<file path="src/hdl/sld_regs.svh">
// Strap latch decoder constants: timing, widths, codes, reset values.
// Assumes inclusion by bare name from the hdl/ folder.
`ifndef SLD_REGS_SVH
`define SLD_REGS_SVH

// ****************************************
// Widths
// ****************************************
`define SLD_PORTS        6
`define SLD_CODE_W       3
`define SLD_CNT_W        4
// Reset pin, mode code, D+ straps, D- straps
`define SLD_SYNC_W       16

// ****************************************
// Sync bus field positions
// ****************************************
`define SLD_POS_RST      0
`define SLD_POS_CODE     1
`define SLD_POS_DP       4
`define SLD_POS_DM       10

// ****************************************
// Timing
// ****************************************
`define SLD_CLK_NS       4
`define SLD_SETTLE_NS    16
`define SLD_SETTLE_CYC   ((`SLD_SETTLE_NS + `SLD_CLK_NS - 1) / `SLD_CLK_NS)

// ****************************************
// Mode strap codes from the level sensor
// ****************************************
`define SLD_CODE_BRIDGE  3'h0
`define SLD_CODE_SLAVE   3'h1
`define SLD_CODE_RES_A   3'h2
`define SLD_CODE_RES_B   3'h3
`define SLD_CODE_RES_C   3'h4
`define SLD_CODE_RES_D   3'h5

// ****************************************
// Reset values
// ****************************************
`define SLD_PORT_OFF_RST 6'h3F
`define SLD_SYNC_RST     16'h0000

`endif

</file>
<file path="src/hdl/sld_pkg.sv">
// Types shared by the strap latch decoder and its input synchroniser.
// Assumes sld_regs.svh is compiled alongside.
`include "sld_regs.svh"

package sld_pkg;

   // ****************************************
   // Enumerations
   // ****************************************
   typedef enum logic [2:0] {
      SLD_HOLD,
      SLD_SETTLE,
      SLD_LATCH,
      SLD_RUN
   } sld_fsm_t;

   typedef enum logic [2:0] {
      bridge_master_setting,
      hub_config_slave_setting,
      reserved_setting_a,
      reserved_setting_b,
      reserved_setting_c,
      reserved_setting_d
   } sld_mode_t;

   // ****************************************
   // Carriers
   // ****************************************
   typedef struct packed {
      logic [`SLD_CODE_W-1:0] mode_code;
      logic [`SLD_PORTS-1:0]  dplus_off;
      logic [`SLD_PORTS-1:0]  dminus_off;
   } sld_strap_t;

   typedef struct packed {
      logic                  valid;
      logic                  in_reset;
      sld_mode_t             mode;
      logic                  smbus_master;
      logic                  smbus_slave;
      logic                  mode_reserved;
      logic [`SLD_PORTS-1:0] usb2_off;
      logic [`SLD_PORTS-1:0] usb3_off;
   } sld_cfg_t;

   typedef struct packed {
      sld_fsm_t              fsm;
      logic [`SLD_CNT_W-1:0] cnt;
      sld_strap_t            strap;
      sld_cfg_t              cfg;
   } sld_state_t;

   typedef struct packed {
      logic [`SLD_SYNC_W-1:0] ff1;
      logic [`SLD_SYNC_W-1:0] ff2;
      logic [`SLD_SYNC_W-1:0] ff3;
      logic [`SLD_SYNC_W-1:0] filt;
   } sld_sync_t;

endpackage

</file>
<file path="src/hdl/sld_strap_latch.sv">
// Strap latch decoder: captures strap pins at reset release, decodes defaults.
// Assumes the mode strap level is already resolved to a 3-bit code by a sensor.
`timescale 1ns/1ps
`include "sld_regs.svh"

module sld_strap_latch (
   // Clock and power-on reset
   input  wire logic                  i_core_clk,
   input  wire logic                  i_rstn,
   // Pins
   input  wire logic                  i_ext_reset_n,
   input  wire logic [`SLD_CODE_W-1:0] i_mode_strap_code,
   input  wire logic [`SLD_PORTS-1:0] i_port_dplus_off_strap,
   input  wire logic [`SLD_PORTS-1:0] i_port_dminus_off_strap,
   // Status
   output logic                       o_hub_in_reset,
   output logic                       o_cfg_valid,
   // Decoded configuration
   output sld_pkg::sld_mode_t         o_mode,
   output logic                       o_smbus_master,
   output logic                       o_smbus_slave,
   output logic                       o_mode_reserved,
   output logic [`SLD_PORTS-1:0]      o_usb2_port_off,
   output logic [`SLD_PORTS-1:0]      o_usb3_port_off
);

   localparam logic [`SLD_CNT_W-1:0] SETTLE_CNT = `SLD_CNT_W'(`SLD_SETTLE_CYC - 1);

   sld_pkg::sld_state_t     st_reg;
   sld_pkg::sld_state_t     st_next;
   logic [`SLD_SYNC_W-1:0]  pins;
   logic [`SLD_SYNC_W-1:0]  sync;
   logic                    ext_rstn_sync;
   sld_pkg::sld_strap_t     strap_sync;
   sld_pkg::sld_mode_t      mode_dec;
   logic [`SLD_PORTS-1:0]   port_off_dec;

   // ****************************************
   // Pin synchronisation
   // ****************************************
   assign pins = {i_port_dminus_off_strap, i_port_dplus_off_strap,
                  i_mode_strap_code, i_ext_reset_n};

   sld_sync u_sync (
      .i_core_clk (i_core_clk),
      .i_rstn     (i_rstn),
      .i_pins     (pins),
      .o_sync     (sync)
   );

   assign ext_rstn_sync         = sync[`SLD_POS_RST];
   assign strap_sync.mode_code  = sync[`SLD_POS_CODE +: `SLD_CODE_W];
   assign strap_sync.dplus_off  = sync[`SLD_POS_DP +: `SLD_PORTS];
   assign strap_sync.dminus_off = sync[`SLD_POS_DM +: `SLD_PORTS];

   // ****************************************
   // Decode of held straps
   // ****************************************
   always_comb begin
      case (st_reg.strap.mode_code)
         `SLD_CODE_BRIDGE: mode_dec = sld_pkg::bridge_master_setting;
         `SLD_CODE_SLAVE:  mode_dec = sld_pkg::hub_config_slave_setting;
         `SLD_CODE_RES_A:  mode_dec = sld_pkg::reserved_setting_a;
         `SLD_CODE_RES_B:  mode_dec = sld_pkg::reserved_setting_b;
         `SLD_CODE_RES_C:  mode_dec = sld_pkg::reserved_setting_c;
         // Codes the sensor never produces fall into the inert reserved group
         default:          mode_dec = sld_pkg::reserved_setting_d;
      endcase
   end

   // A single high strap leaves the port on; both must be high
   assign port_off_dec = st_reg.strap.dplus_off & st_reg.strap.dminus_off;

   // ****************************************
   // Latch sequencer
   // ****************************************
   always_comb begin
      st_next = st_reg;
      case (st_reg.fsm)
         sld_pkg::SLD_HOLD: begin
            st_next.cfg.in_reset = 1'b1;
            if (ext_rstn_sync) begin
               // Synchroniser delay plus settle margin before capture
               st_next.fsm = sld_pkg::SLD_SETTLE;
               st_next.cnt = SETTLE_CNT;
            end
         end
         sld_pkg::SLD_SETTLE: begin
            if (st_reg.cnt == '0) begin
               st_next.fsm = sld_pkg::SLD_LATCH;
            end else begin
               st_next.cnt = st_reg.cnt - `SLD_CNT_W'(1);
            end
         end
         sld_pkg::SLD_LATCH: begin
            st_next.strap = strap_sync;
            st_next.fsm   = sld_pkg::SLD_RUN;
         end
         sld_pkg::SLD_RUN: begin
            // Straps are no longer looked at; only a new reset reopens the latch
            st_next.cfg.valid         = 1'b1;
            st_next.cfg.in_reset      = 1'b0;
            st_next.cfg.mode          = mode_dec;
            st_next.cfg.smbus_master  = (mode_dec == sld_pkg::bridge_master_setting);
            st_next.cfg.smbus_slave   = (mode_dec == sld_pkg::hub_config_slave_setting);
            st_next.cfg.mode_reserved = !st_next.cfg.smbus_master &&
                                        !st_next.cfg.smbus_slave;
            st_next.cfg.usb2_off      = port_off_dec;
            st_next.cfg.usb3_off      = port_off_dec;
         end
         default: begin
            st_next.fsm = sld_pkg::SLD_HOLD;
         end
      endcase
      // External reset wins in every state; standby clears the configuration except the decoded mode
      if (!ext_rstn_sync) begin
         st_next.fsm                = sld_pkg::SLD_HOLD;
         st_next.cfg.valid          = 1'b0;
         st_next.cfg.in_reset       = 1'b1;
         st_next.cfg.smbus_master   = 1'b0;
         st_next.cfg.smbus_slave    = 1'b0;
         st_next.cfg.mode_reserved  = 1'b0;
         st_next.cfg.usb2_off       = `SLD_PORT_OFF_RST;
         st_next.cfg.usb3_off       = `SLD_PORT_OFF_RST;
      end
   end

   always_ff @(posedge i_core_clk) begin
      if (!i_rstn) begin
         st_reg.fsm                <= sld_pkg::SLD_HOLD;
         st_reg.cnt                <= '0;
         st_reg.strap              <= '0;
         st_reg.cfg.valid          <= 1'b0;
         st_reg.cfg.in_reset       <= 1'b1;
         st_reg.cfg.mode           <= sld_pkg::bridge_master_setting;
         st_reg.cfg.smbus_master   <= 1'b0;
         st_reg.cfg.smbus_slave    <= 1'b0;
         st_reg.cfg.mode_reserved  <= 1'b0;
         st_reg.cfg.usb2_off       <= `SLD_PORT_OFF_RST;
         st_reg.cfg.usb3_off       <= `SLD_PORT_OFF_RST;
      end else begin
         st_reg <= st_next;
      end
   end

   // ****************************************
   // Outputs
   // ****************************************
   assign o_hub_in_reset  = st_reg.cfg.in_reset;
   assign o_cfg_valid     = st_reg.cfg.valid;
   assign o_mode          = st_reg.cfg.mode;
   assign o_smbus_master  = st_reg.cfg.smbus_master;
   assign o_smbus_slave   = st_reg.cfg.smbus_slave;
   assign o_mode_reserved = st_reg.cfg.mode_reserved;
   assign o_usb2_port_off = st_reg.cfg.usb2_off;
   assign o_usb3_port_off = st_reg.cfg.usb3_off;
endmodule

</file>
<file path="src/hdl/sld_sync.sv">
// Three-stage pin synchroniser with agreement filter for all strap pins.
// Assumes asynchronous pin levels and one core clock.
`timescale 1ns/1ps
`include "sld_regs.svh"

module sld_sync (
   // Clock and reset
   input  wire logic                   i_core_clk,
   input  wire logic                   i_rstn,
   // Pin side
   input  wire logic [`SLD_SYNC_W-1:0] i_pins,
   // Core side
   output logic      [`SLD_SYNC_W-1:0] o_sync
);

   sld_pkg::sld_sync_t     st_reg;
   sld_pkg::sld_sync_t     st_next;
   logic [`SLD_SYNC_W-1:0] filt_bit;

   // ****************************************
   // Per-bit filter
   // ****************************************
   // Only the second and third stages are compared; the first is metastable-prone
   genvar gi;
   generate
      for (gi = 0; gi < `SLD_SYNC_W; gi++) begin : g_bit
         assign filt_bit[gi] = (st_reg.ff2[gi] == st_reg.ff3[gi]) ?
                               st_reg.ff3[gi] : st_reg.filt[gi];
      end
   endgenerate

   always_comb begin
      st_next      = st_reg;
      st_next.ff1  = i_pins;
      st_next.ff2  = st_reg.ff1;
      st_next.ff3  = st_reg.ff2;
      st_next.filt = filt_bit;
   end

   always_ff @(posedge i_core_clk) begin
      if (!i_rstn) begin
         st_reg <= {4{`SLD_SYNC_RST}};
      end else begin
         st_reg <= st_next;
      end
   end

   assign o_sync = st_reg.filt;

endmodule

</file>
<file path="config.mk">
export PLATFORM = sky130hd
export DESIGN_NAME = sld_strap_latch
export DESIGN_NICKNAME = d
export VERILOG_FILES = /design/src/hdl/sld_pkg.sv /design/src/hdl/sld_strap_latch.sv /design/src/hdl/sld_sync.sv
export VERILOG_INCLUDE_DIRS = /design/src /design/src/hdl
export SDC_FILE = /design/constraint.sdc
export NUM_CORES = 1
export LEC_CHECK = 0
export BUFFER_PORTS_ARGS = -buffer_cell sky130_fd_sc_hd__buf_4
export CAP_MARGIN = 5
export CORE_MARGIN = 4
export CORE_UTILIZATION = 48
export CTS_CLUSTER_DIAMETER = 40
export CTS_CLUSTER_SIZE = 16
export DETAILED_ROUTE_END_ITERATION = 7
export PLACE_DENSITY = 0.67
export RECOVER_POWER = 100
export SLEW_MARGIN = 30
export SYNTH_ARGS = -nofsm -noshare
export SYNTH_HDL_FRONTEND = slang
export SYNTH_SLANG_ARGS = --single-unit
</file>
<file path="constraint.sdc">
create_clock -name i_core_clk -period 3.8 [get_ports i_core_clk]
set_input_delay 0.19 -clock i_core_clk [delete_from_list [all_inputs] [get_ports i_core_clk]]
set_output_delay 0.19 -clock i_core_clk [all_outputs]
set_load 0.02 [all_outputs]
</file>
==> metrics.txt, run 1 <==
outcome completed; top cells by area, synth dfxtp_1 57%, and2_1 8.9%, mux2i_1 5.8%; Longest Clk Path Bufs 2; DR WL/cell 11.2 um; CTS root buf clkbuf_8; min Tclk post-route 1690 ps; site row count 30; reg-to-reg slack, setup 2110 ps; Num CTS Buffers 9; WHS 44.6 ps; DP Wirelength 3240 um; Port Buffer Count 37; Avg Vias per Cell 4.71; P_leak 1.43 nW; CP peak stage delay 530 ps; Hold Startpoint i_port_dplus_off_strap[0]; grt total ovfl 0; fin nets 375; gr usage total 0.125; fin cells 452; Initial Util 0.502; Critical Path AT 1970 ps; Routed Antenna Nets 0; Setup CP Type flop to flop; clock slew at reported path FFs 90 ps; Mapped Cells 333; area delta synth->final 11.6%; gp weighted congestion 0.760; sequential share of the synthesized area 0.575; CP Cell Sequence inv_1 -> ha_1 -> mux2i_1 -> or4_1 -> a21oi_1; Hold Path Depth 2; most common library cell in the layout ignoring fill and taps dfxtp_1; CP Launch Type flop; count of maximum capacitance violations 0; synthesized area per cell 10.4 um2; post-CTS resize count 0; share of the synthesized area in the top cell type 0.575; hold worst-path end u_sync.st_next[36]; DR vias 2131; share of cells above drive strength 1 0.0927; VDD IR max 0.194 mV; synthesized flop and latch total 99; Largest register FFs 32; R2R Path Start st_reg[39]; Unique masters post-synth 30; Die Span Y 92.8 um; global-route wire length before repair 8530 um; CTS tree done; Worst Reg2Reg Path Length in Cells 5; Iteration-0 DRC Markers 121; fin. max-slew vios 0; antenna violations before repair 0; Tcrit/Tclk final 0.446; Pre-Repair DR Iteration Count 4; Final TNS setup 0 ps; CTS sink count 99; hold_buf cts 0; most frequent cells in the layout 99 x dfxtp_1, 44 x and2_1, 22 x nand2_1, 21 x o21ai_0, 21 x clkbuf_1; CP max-delay cell or4_1; RSZ-0062 raised after global routing no; Worst-Margin Slew 954 ps; DRC 0; diodes inserted 0; Hold Crit Class input pin to flop; H-Tree Depth 3; power density cells 495 nW/um2; Ports 38; die width 92.8 um; Mapped Nets 357; largest net degree at the start of global routing 88; CP Capture Type flop; endpoints failing hold 0; Placed Cells 436; Post-Syn Area 3450 um2; Crit Reg-Reg Endpoint st_reg[38]; leading area contributor after synthesis dfxtp_1; clk_skew 11.3 ps; worst path required time 4080 ps; worst skew pair latency 350 ps; fmax 0.590 GHz; Post-CTS Setup Bufs 0; Synth Warn # 0; final wirelength 5080 um; critical-path maximum fanout 6; Rel. slew slack 0.364; area of the core 6870 um2; vias in the first global route 1876; Final setup viols 0; Die Area 8610 um2
==> cells in the mapped netlist <==
| master | n |
|---|---|
| mux2i_1 | 20 |
| and4bb_1 | 1 |
| o21ai_0 | 21 |
| nand3_1 | 12 |
| o31ai_1 | 1 |
| or3b_2 | 1 |
| nor2b_1 | 17 |
| dfxtp_1 | 99 |
| o211ai_1 | 1 |
| nand4_1 | 1 |
| or3_1 | 1 |
| nand3b_1 | 1 |
| ha_1 | 6 |
| o21a_1 | 1 |
| and3_1 | 1 |
| nand2b_1 | 7 |
| or4_1 | 2 |
| buf_4 | 15 |
| a31oi_1 | 2 |
| nor2_1 | 6 |
| and2_1 | 49 |
| clkbuf_1 | 13 |
| a21oi_1 | 5 |
| a211oi_1 | 1 |
| buf_2 | 2 |
| inv_1 | 5 |
| nand2_1 | 22 |
| or2b_1 | 1 |
| a21boi_0 | 17 |
| nor3_1 | 2 |
==> report_power, final <==
group	switching (mW)	internal, mW	total [mW]
clock	0.340	0.459	0.800
combinational	0.0161	0.0258	0.0419
sequential	0.00750	1.06	1.07
total	0.364	1.54	1.91
==> cells by family (layout without fill, tap and decap cells) <==
logic type | after synthesis | in the layout | share of synthesized area
flip-flops | 99 | 99 | 0.575
AO/OA/AOI/OAI | 49 | 49 | 0.0871
multiplexers | 20 | 20 | 0.0580
adder cells (fa/ha/maj) | 6 | 6 | 0.0218
buffers and inverters | 35 | 58 | 0.0551
AND/OR/NAND/NOR | 124 | 124 | 0.203
==> critical path, delay by kind of cell, from the launching register on <==
kind / cells / cell delay (ps)
compound gates: 1 / 150
fa+ha+maj: 1 / 260
buf+inv: 1 / 80
flops: 1 / 390
mux: 1 / 220
simple gates: 1 / 530
==> layout make-up <==
cell class / count / area (um2)
inverters: 5 / 18.8
flip-flops and latches: 99 / 1980
repair buffers: 37 / 203
fillers: 632 / 3020
well taps: 96 / 120
multi-input cells: 199 / 1280
clock buffers: 11 / 141
clock inverters: 5 / 108
==> stage by stage <==
step,setup WS (ps),total power [mW],cell area (um2),util
detailed placement,2130,1.13,3680,0.535
global route,1930,1.98,3850,0.560
floorplan,2290,1.11,3450,-
finish,2110,1.91,3850,0.560
CTS,2100,1.93,3930,0.571
global placement,2200,1.13,3680,0.535
==> metal layers <==
metal	track usage	wire length, um
met1	0.160	2520
met3	0.0357	283
met5	0	0
met4	0.0684	89
met2	0.188	2190
==> how the worst max path moves through the flow <==
stage / from / endpoint / slack [ps] / cells after the start
4_1_cts: st_reg[39] / st_reg[38] / 2100 / 5
2_1_floorplan: st_reg[39] / st_reg[38] / 2290 / 5
3_5_place_dp: st_reg[39] / st_reg[21] / 2130 / 4
3_3_place_gp: st_reg[39] / st_reg[34] / 2200 / 4
6_report: st_reg[39] / st_reg[38] / 2110 / 5
5_1_grt: st_reg[39] / st_reg[28] / 1930 / 4
No activity file was read; power rests on OpenSTA's default activity.
==> inputs of run 2 (changes only) <==
--- a/config.mk
+++ b/config.mk
@@ -13,7 +13,7 @@
 export CTS_CLUSTER_DIAMETER = 40
 export CTS_CLUSTER_SIZE = 16
 export DETAILED_ROUTE_END_ITERATION = 7
-export PLACE_DENSITY = 0.67
+export PLACE_DENSITY = 0.7
 export RECOVER_POWER = 100
 export SLEW_MARGIN = 30
 export SYNTH_ARGS = -nofsm -noshare
==> constraint.sdc (replaced) <==
create_clock -name i_core_clk -period 1.5 [get_ports i_core_clk]
set_input_delay 0.075 -clock i_core_clk [delete_from_list [all_inputs] [get_ports i_core_clk]]
set_output_delay 0.075 -clock i_core_clk [all_outputs]
set_load 0.02 [all_outputs]
==> run 2 against run 1 <==
- the run now ends with setup timing left
- core utilization is 5.2 points higher
- via count is 7.5% higher
- worst hold slack worse by 2.1 ps
- flip-flop and latch count stayed put
- wire length is 9.4% higher
- clock skew is 6.4 ps lower
- setup slack worse by 2100 ps
- critical path type unchanged
- highest routed layer unchanged
==> metrics.txt, run 2 (synthesized netlist as in run 1, its figures left out) <==
Power, Total 4.70 mW (was 1.91 mW); Final setup viols 1 (was 0); Initial Util 0.502 (unchanged); gr usage total 0.139 (was 0.125); critical path's top delay family simple AND/OR/NAND/NOR gates (unchanged); Routed Antenna Nets 0 (unchanged); Placed Cells 447 (was 436); Longest Clk Path Bufs 2 (unchanged); failing checks setup timing; DR vias 2290 (was 2131); power density cells 1120 nW/um2 (was 495 nW/um2); Final TNS setup -1.43 ps (was 0 ps); WHS 42.5 ps (was 44.6 ps); clock slew at reported path FFs 90 ps (about the same); CP peak stage delay 530 ps (about the same); die width 92.8 um (unchanged); CP Capture Type flop (unchanged); grt total ovfl 0 (unchanged); worst path required time 1790 ps (was 4080 ps); CTS root buf clkbuf_8 (unchanged); gp weighted congestion 0.698 (was 0.760); final wirelength 5560 um (was 5080 um); Ports 38 (unchanged); most common library cell in the layout ignoring fill and taps dfxtp_1 (unchanged); area delta synth->final 21.9% (was 11.6%); vias in the first global route 2142 (was 1876); Avg Vias per Cell 4.73 (was 4.71); dpl ws -61.7 ps (was 2130 ps); fin. max-slew vios 0 (unchanged); area of the core 6870 um2 (unchanged); H-Tree Depth 3 (unchanged); DP Wirelength 3460 um (was 3240 um); Die Span Y 92.8 um (unchanged); count of maximum capacitance violations 0 (unchanged); endpoints failing hold 0 (unchanged); CP max-delay cell or4_4 (was or4_1); min Tclk post-route 1500 ps (was 1690 ps); global-route wire length before repair 9470 um (was 8530 um); DRC 0 (unchanged); CTS sink count 99 (unchanged); fin area 4200 um2 (was 3850 um2); antenna violations before repair 0 (unchanged); DR WL/cell 11.5 um (was 11.2 um); CP bufs+invs 1 (unchanged); Worst-Margin Slew 316 ps (was 954 ps); Hold Crit Class input pin to flop (unchanged); Num CTS Buffers 9 (unchanged); P_leak 1.56 nW (was 1.43 nW); RSZ-0062 raised after global routing yes (was no); CP Cell Sequence buf_4 -> or3_4 -> or4_4 -> a21oi_2 (was inv_1 -> ha_1 -> mux2i_1 -> or4_1 -> a21oi_1); CTS tree done (unchanged); most frequent cells in the layout 95 x dfxtp_1, 41 x and2_1, 22 x nand2_1, 22 x clkbuf_1, 21 x o21ai_0 (was 99 x dfxtp_1, 44 x and2_1, 22 x nand2_1, 21 x o21ai_0, 21 x clkbuf_1); Port Buffer Count 37 (unchanged); Critical Path AT 1800 ps (was 1970 ps); Pre-Repair DR Iteration Count 4 (unchanged); Util after Layout 0.612 (was 0.560); largest net degree at the start of global routing 70 (was 88); critical-path maximum fanout 2 (was 6); Rel. slew slack 0.789 (was 0.364); worst skew pair latency 350 ps (about the same); outcome finished, violations left (was completed); Largest register FFs 32 (unchanged); setup ws final -1.43 ps (was 2110 ps); CP Launch Type flop (unchanged); diodes inserted 0 (unchanged); fin nets 407 (was 375); Tcrit/Tclk final 1.00 (was 0.446); VDD IR max 0.546 mV (was 0.194 mV); Die Area 8610 um2 (unchanged); Iteration-0 DRC Markers 95 (was 121); fin cells 484 (was 452); Post-Place Cell Area 3790 um2 (was 3680 um2); fmax 0.666 GHz (was 0.590 GHz); share of cells above drive strength 1 0.165 (was 0.0927); clk_skew 4.91 ps (was 11.3 ps); site row count 30 (unchanged); Setup CP Type flop to flop (unchanged)
-- run 2: changes by cell type in the layout (fill, tap and decap cells not counted), moves of 4 or more --
cell           before  now
dfxtp_1            99   95
clkbuf_4            0   16
dlygate4sd3_1       0   16
buf_4              17   13
-- run 2: timing repair --
item                       4_1_cts  5_1_grt
setup endpoints to repair        5        5
cloned                           0        0
buffers inserted                 2        3
hold endpoints to repair        16        0
resized for setup                5       14
hold buffers                    16        0
pin swaps                        2        8
-- run 2: final timing paths --
path,slack [ps],to,startpoint,depth (start not counted)
hold / removal,40,st_reg[35],i_rstn,2
setup / recovery,-1,st_reg[38],st_reg[35],4
hold reg to reg,440,u_sync.st_next[22],u_sync.st_next[38],1
setup reg to reg,-1,st_reg[38],st_reg[35],4
-- run 2: final cells by class --
cell class / instances / area (um2)
inverter: 5 / 18.8
tap: 96 / 120
sequential: 99 / 1990
timing repair buffer: 69 / 500
fill: 593 / 2670
clock inverter: 6 / 88.8
multi-input combinational: 199 / 1350
clock buffer: 10 / 138
-- run 2: metal layers --
| layer | up-vias | global-route usage | wire, um | share of wire |
|---|---|---|---|---|
| li1 | 1189 | - | - | - |
| met1 | 1047 | 0.173 | 2730 | 0.49 |
| met2 | 48 | 0.218 | 2440 | 0.44 |
| met3 | 6 | 0.0431 | 299 | 0.054 |
| met4 | 0 | 0.0659 | 90 | 0.016 |
| met5 | - | 0 | 0 | 0 |
-- run 2: where the power goes --
| part | internal [mW] | switching [mW] |
|---|---|---|
| clock | 0.984 | 0.874 |
| combinational | 0.0974 | 0.0488 |
| sequential | 2.68 | 0.0194 |
| total | 3.76 | 0.942 |
-- run 2: worst register-to-register path, delay by kind of cell (launching register included) --
family	cells	cell delay, ps
flops	1	330
buf+inv	1	120
compound gates	1	140
simple gates	2	860
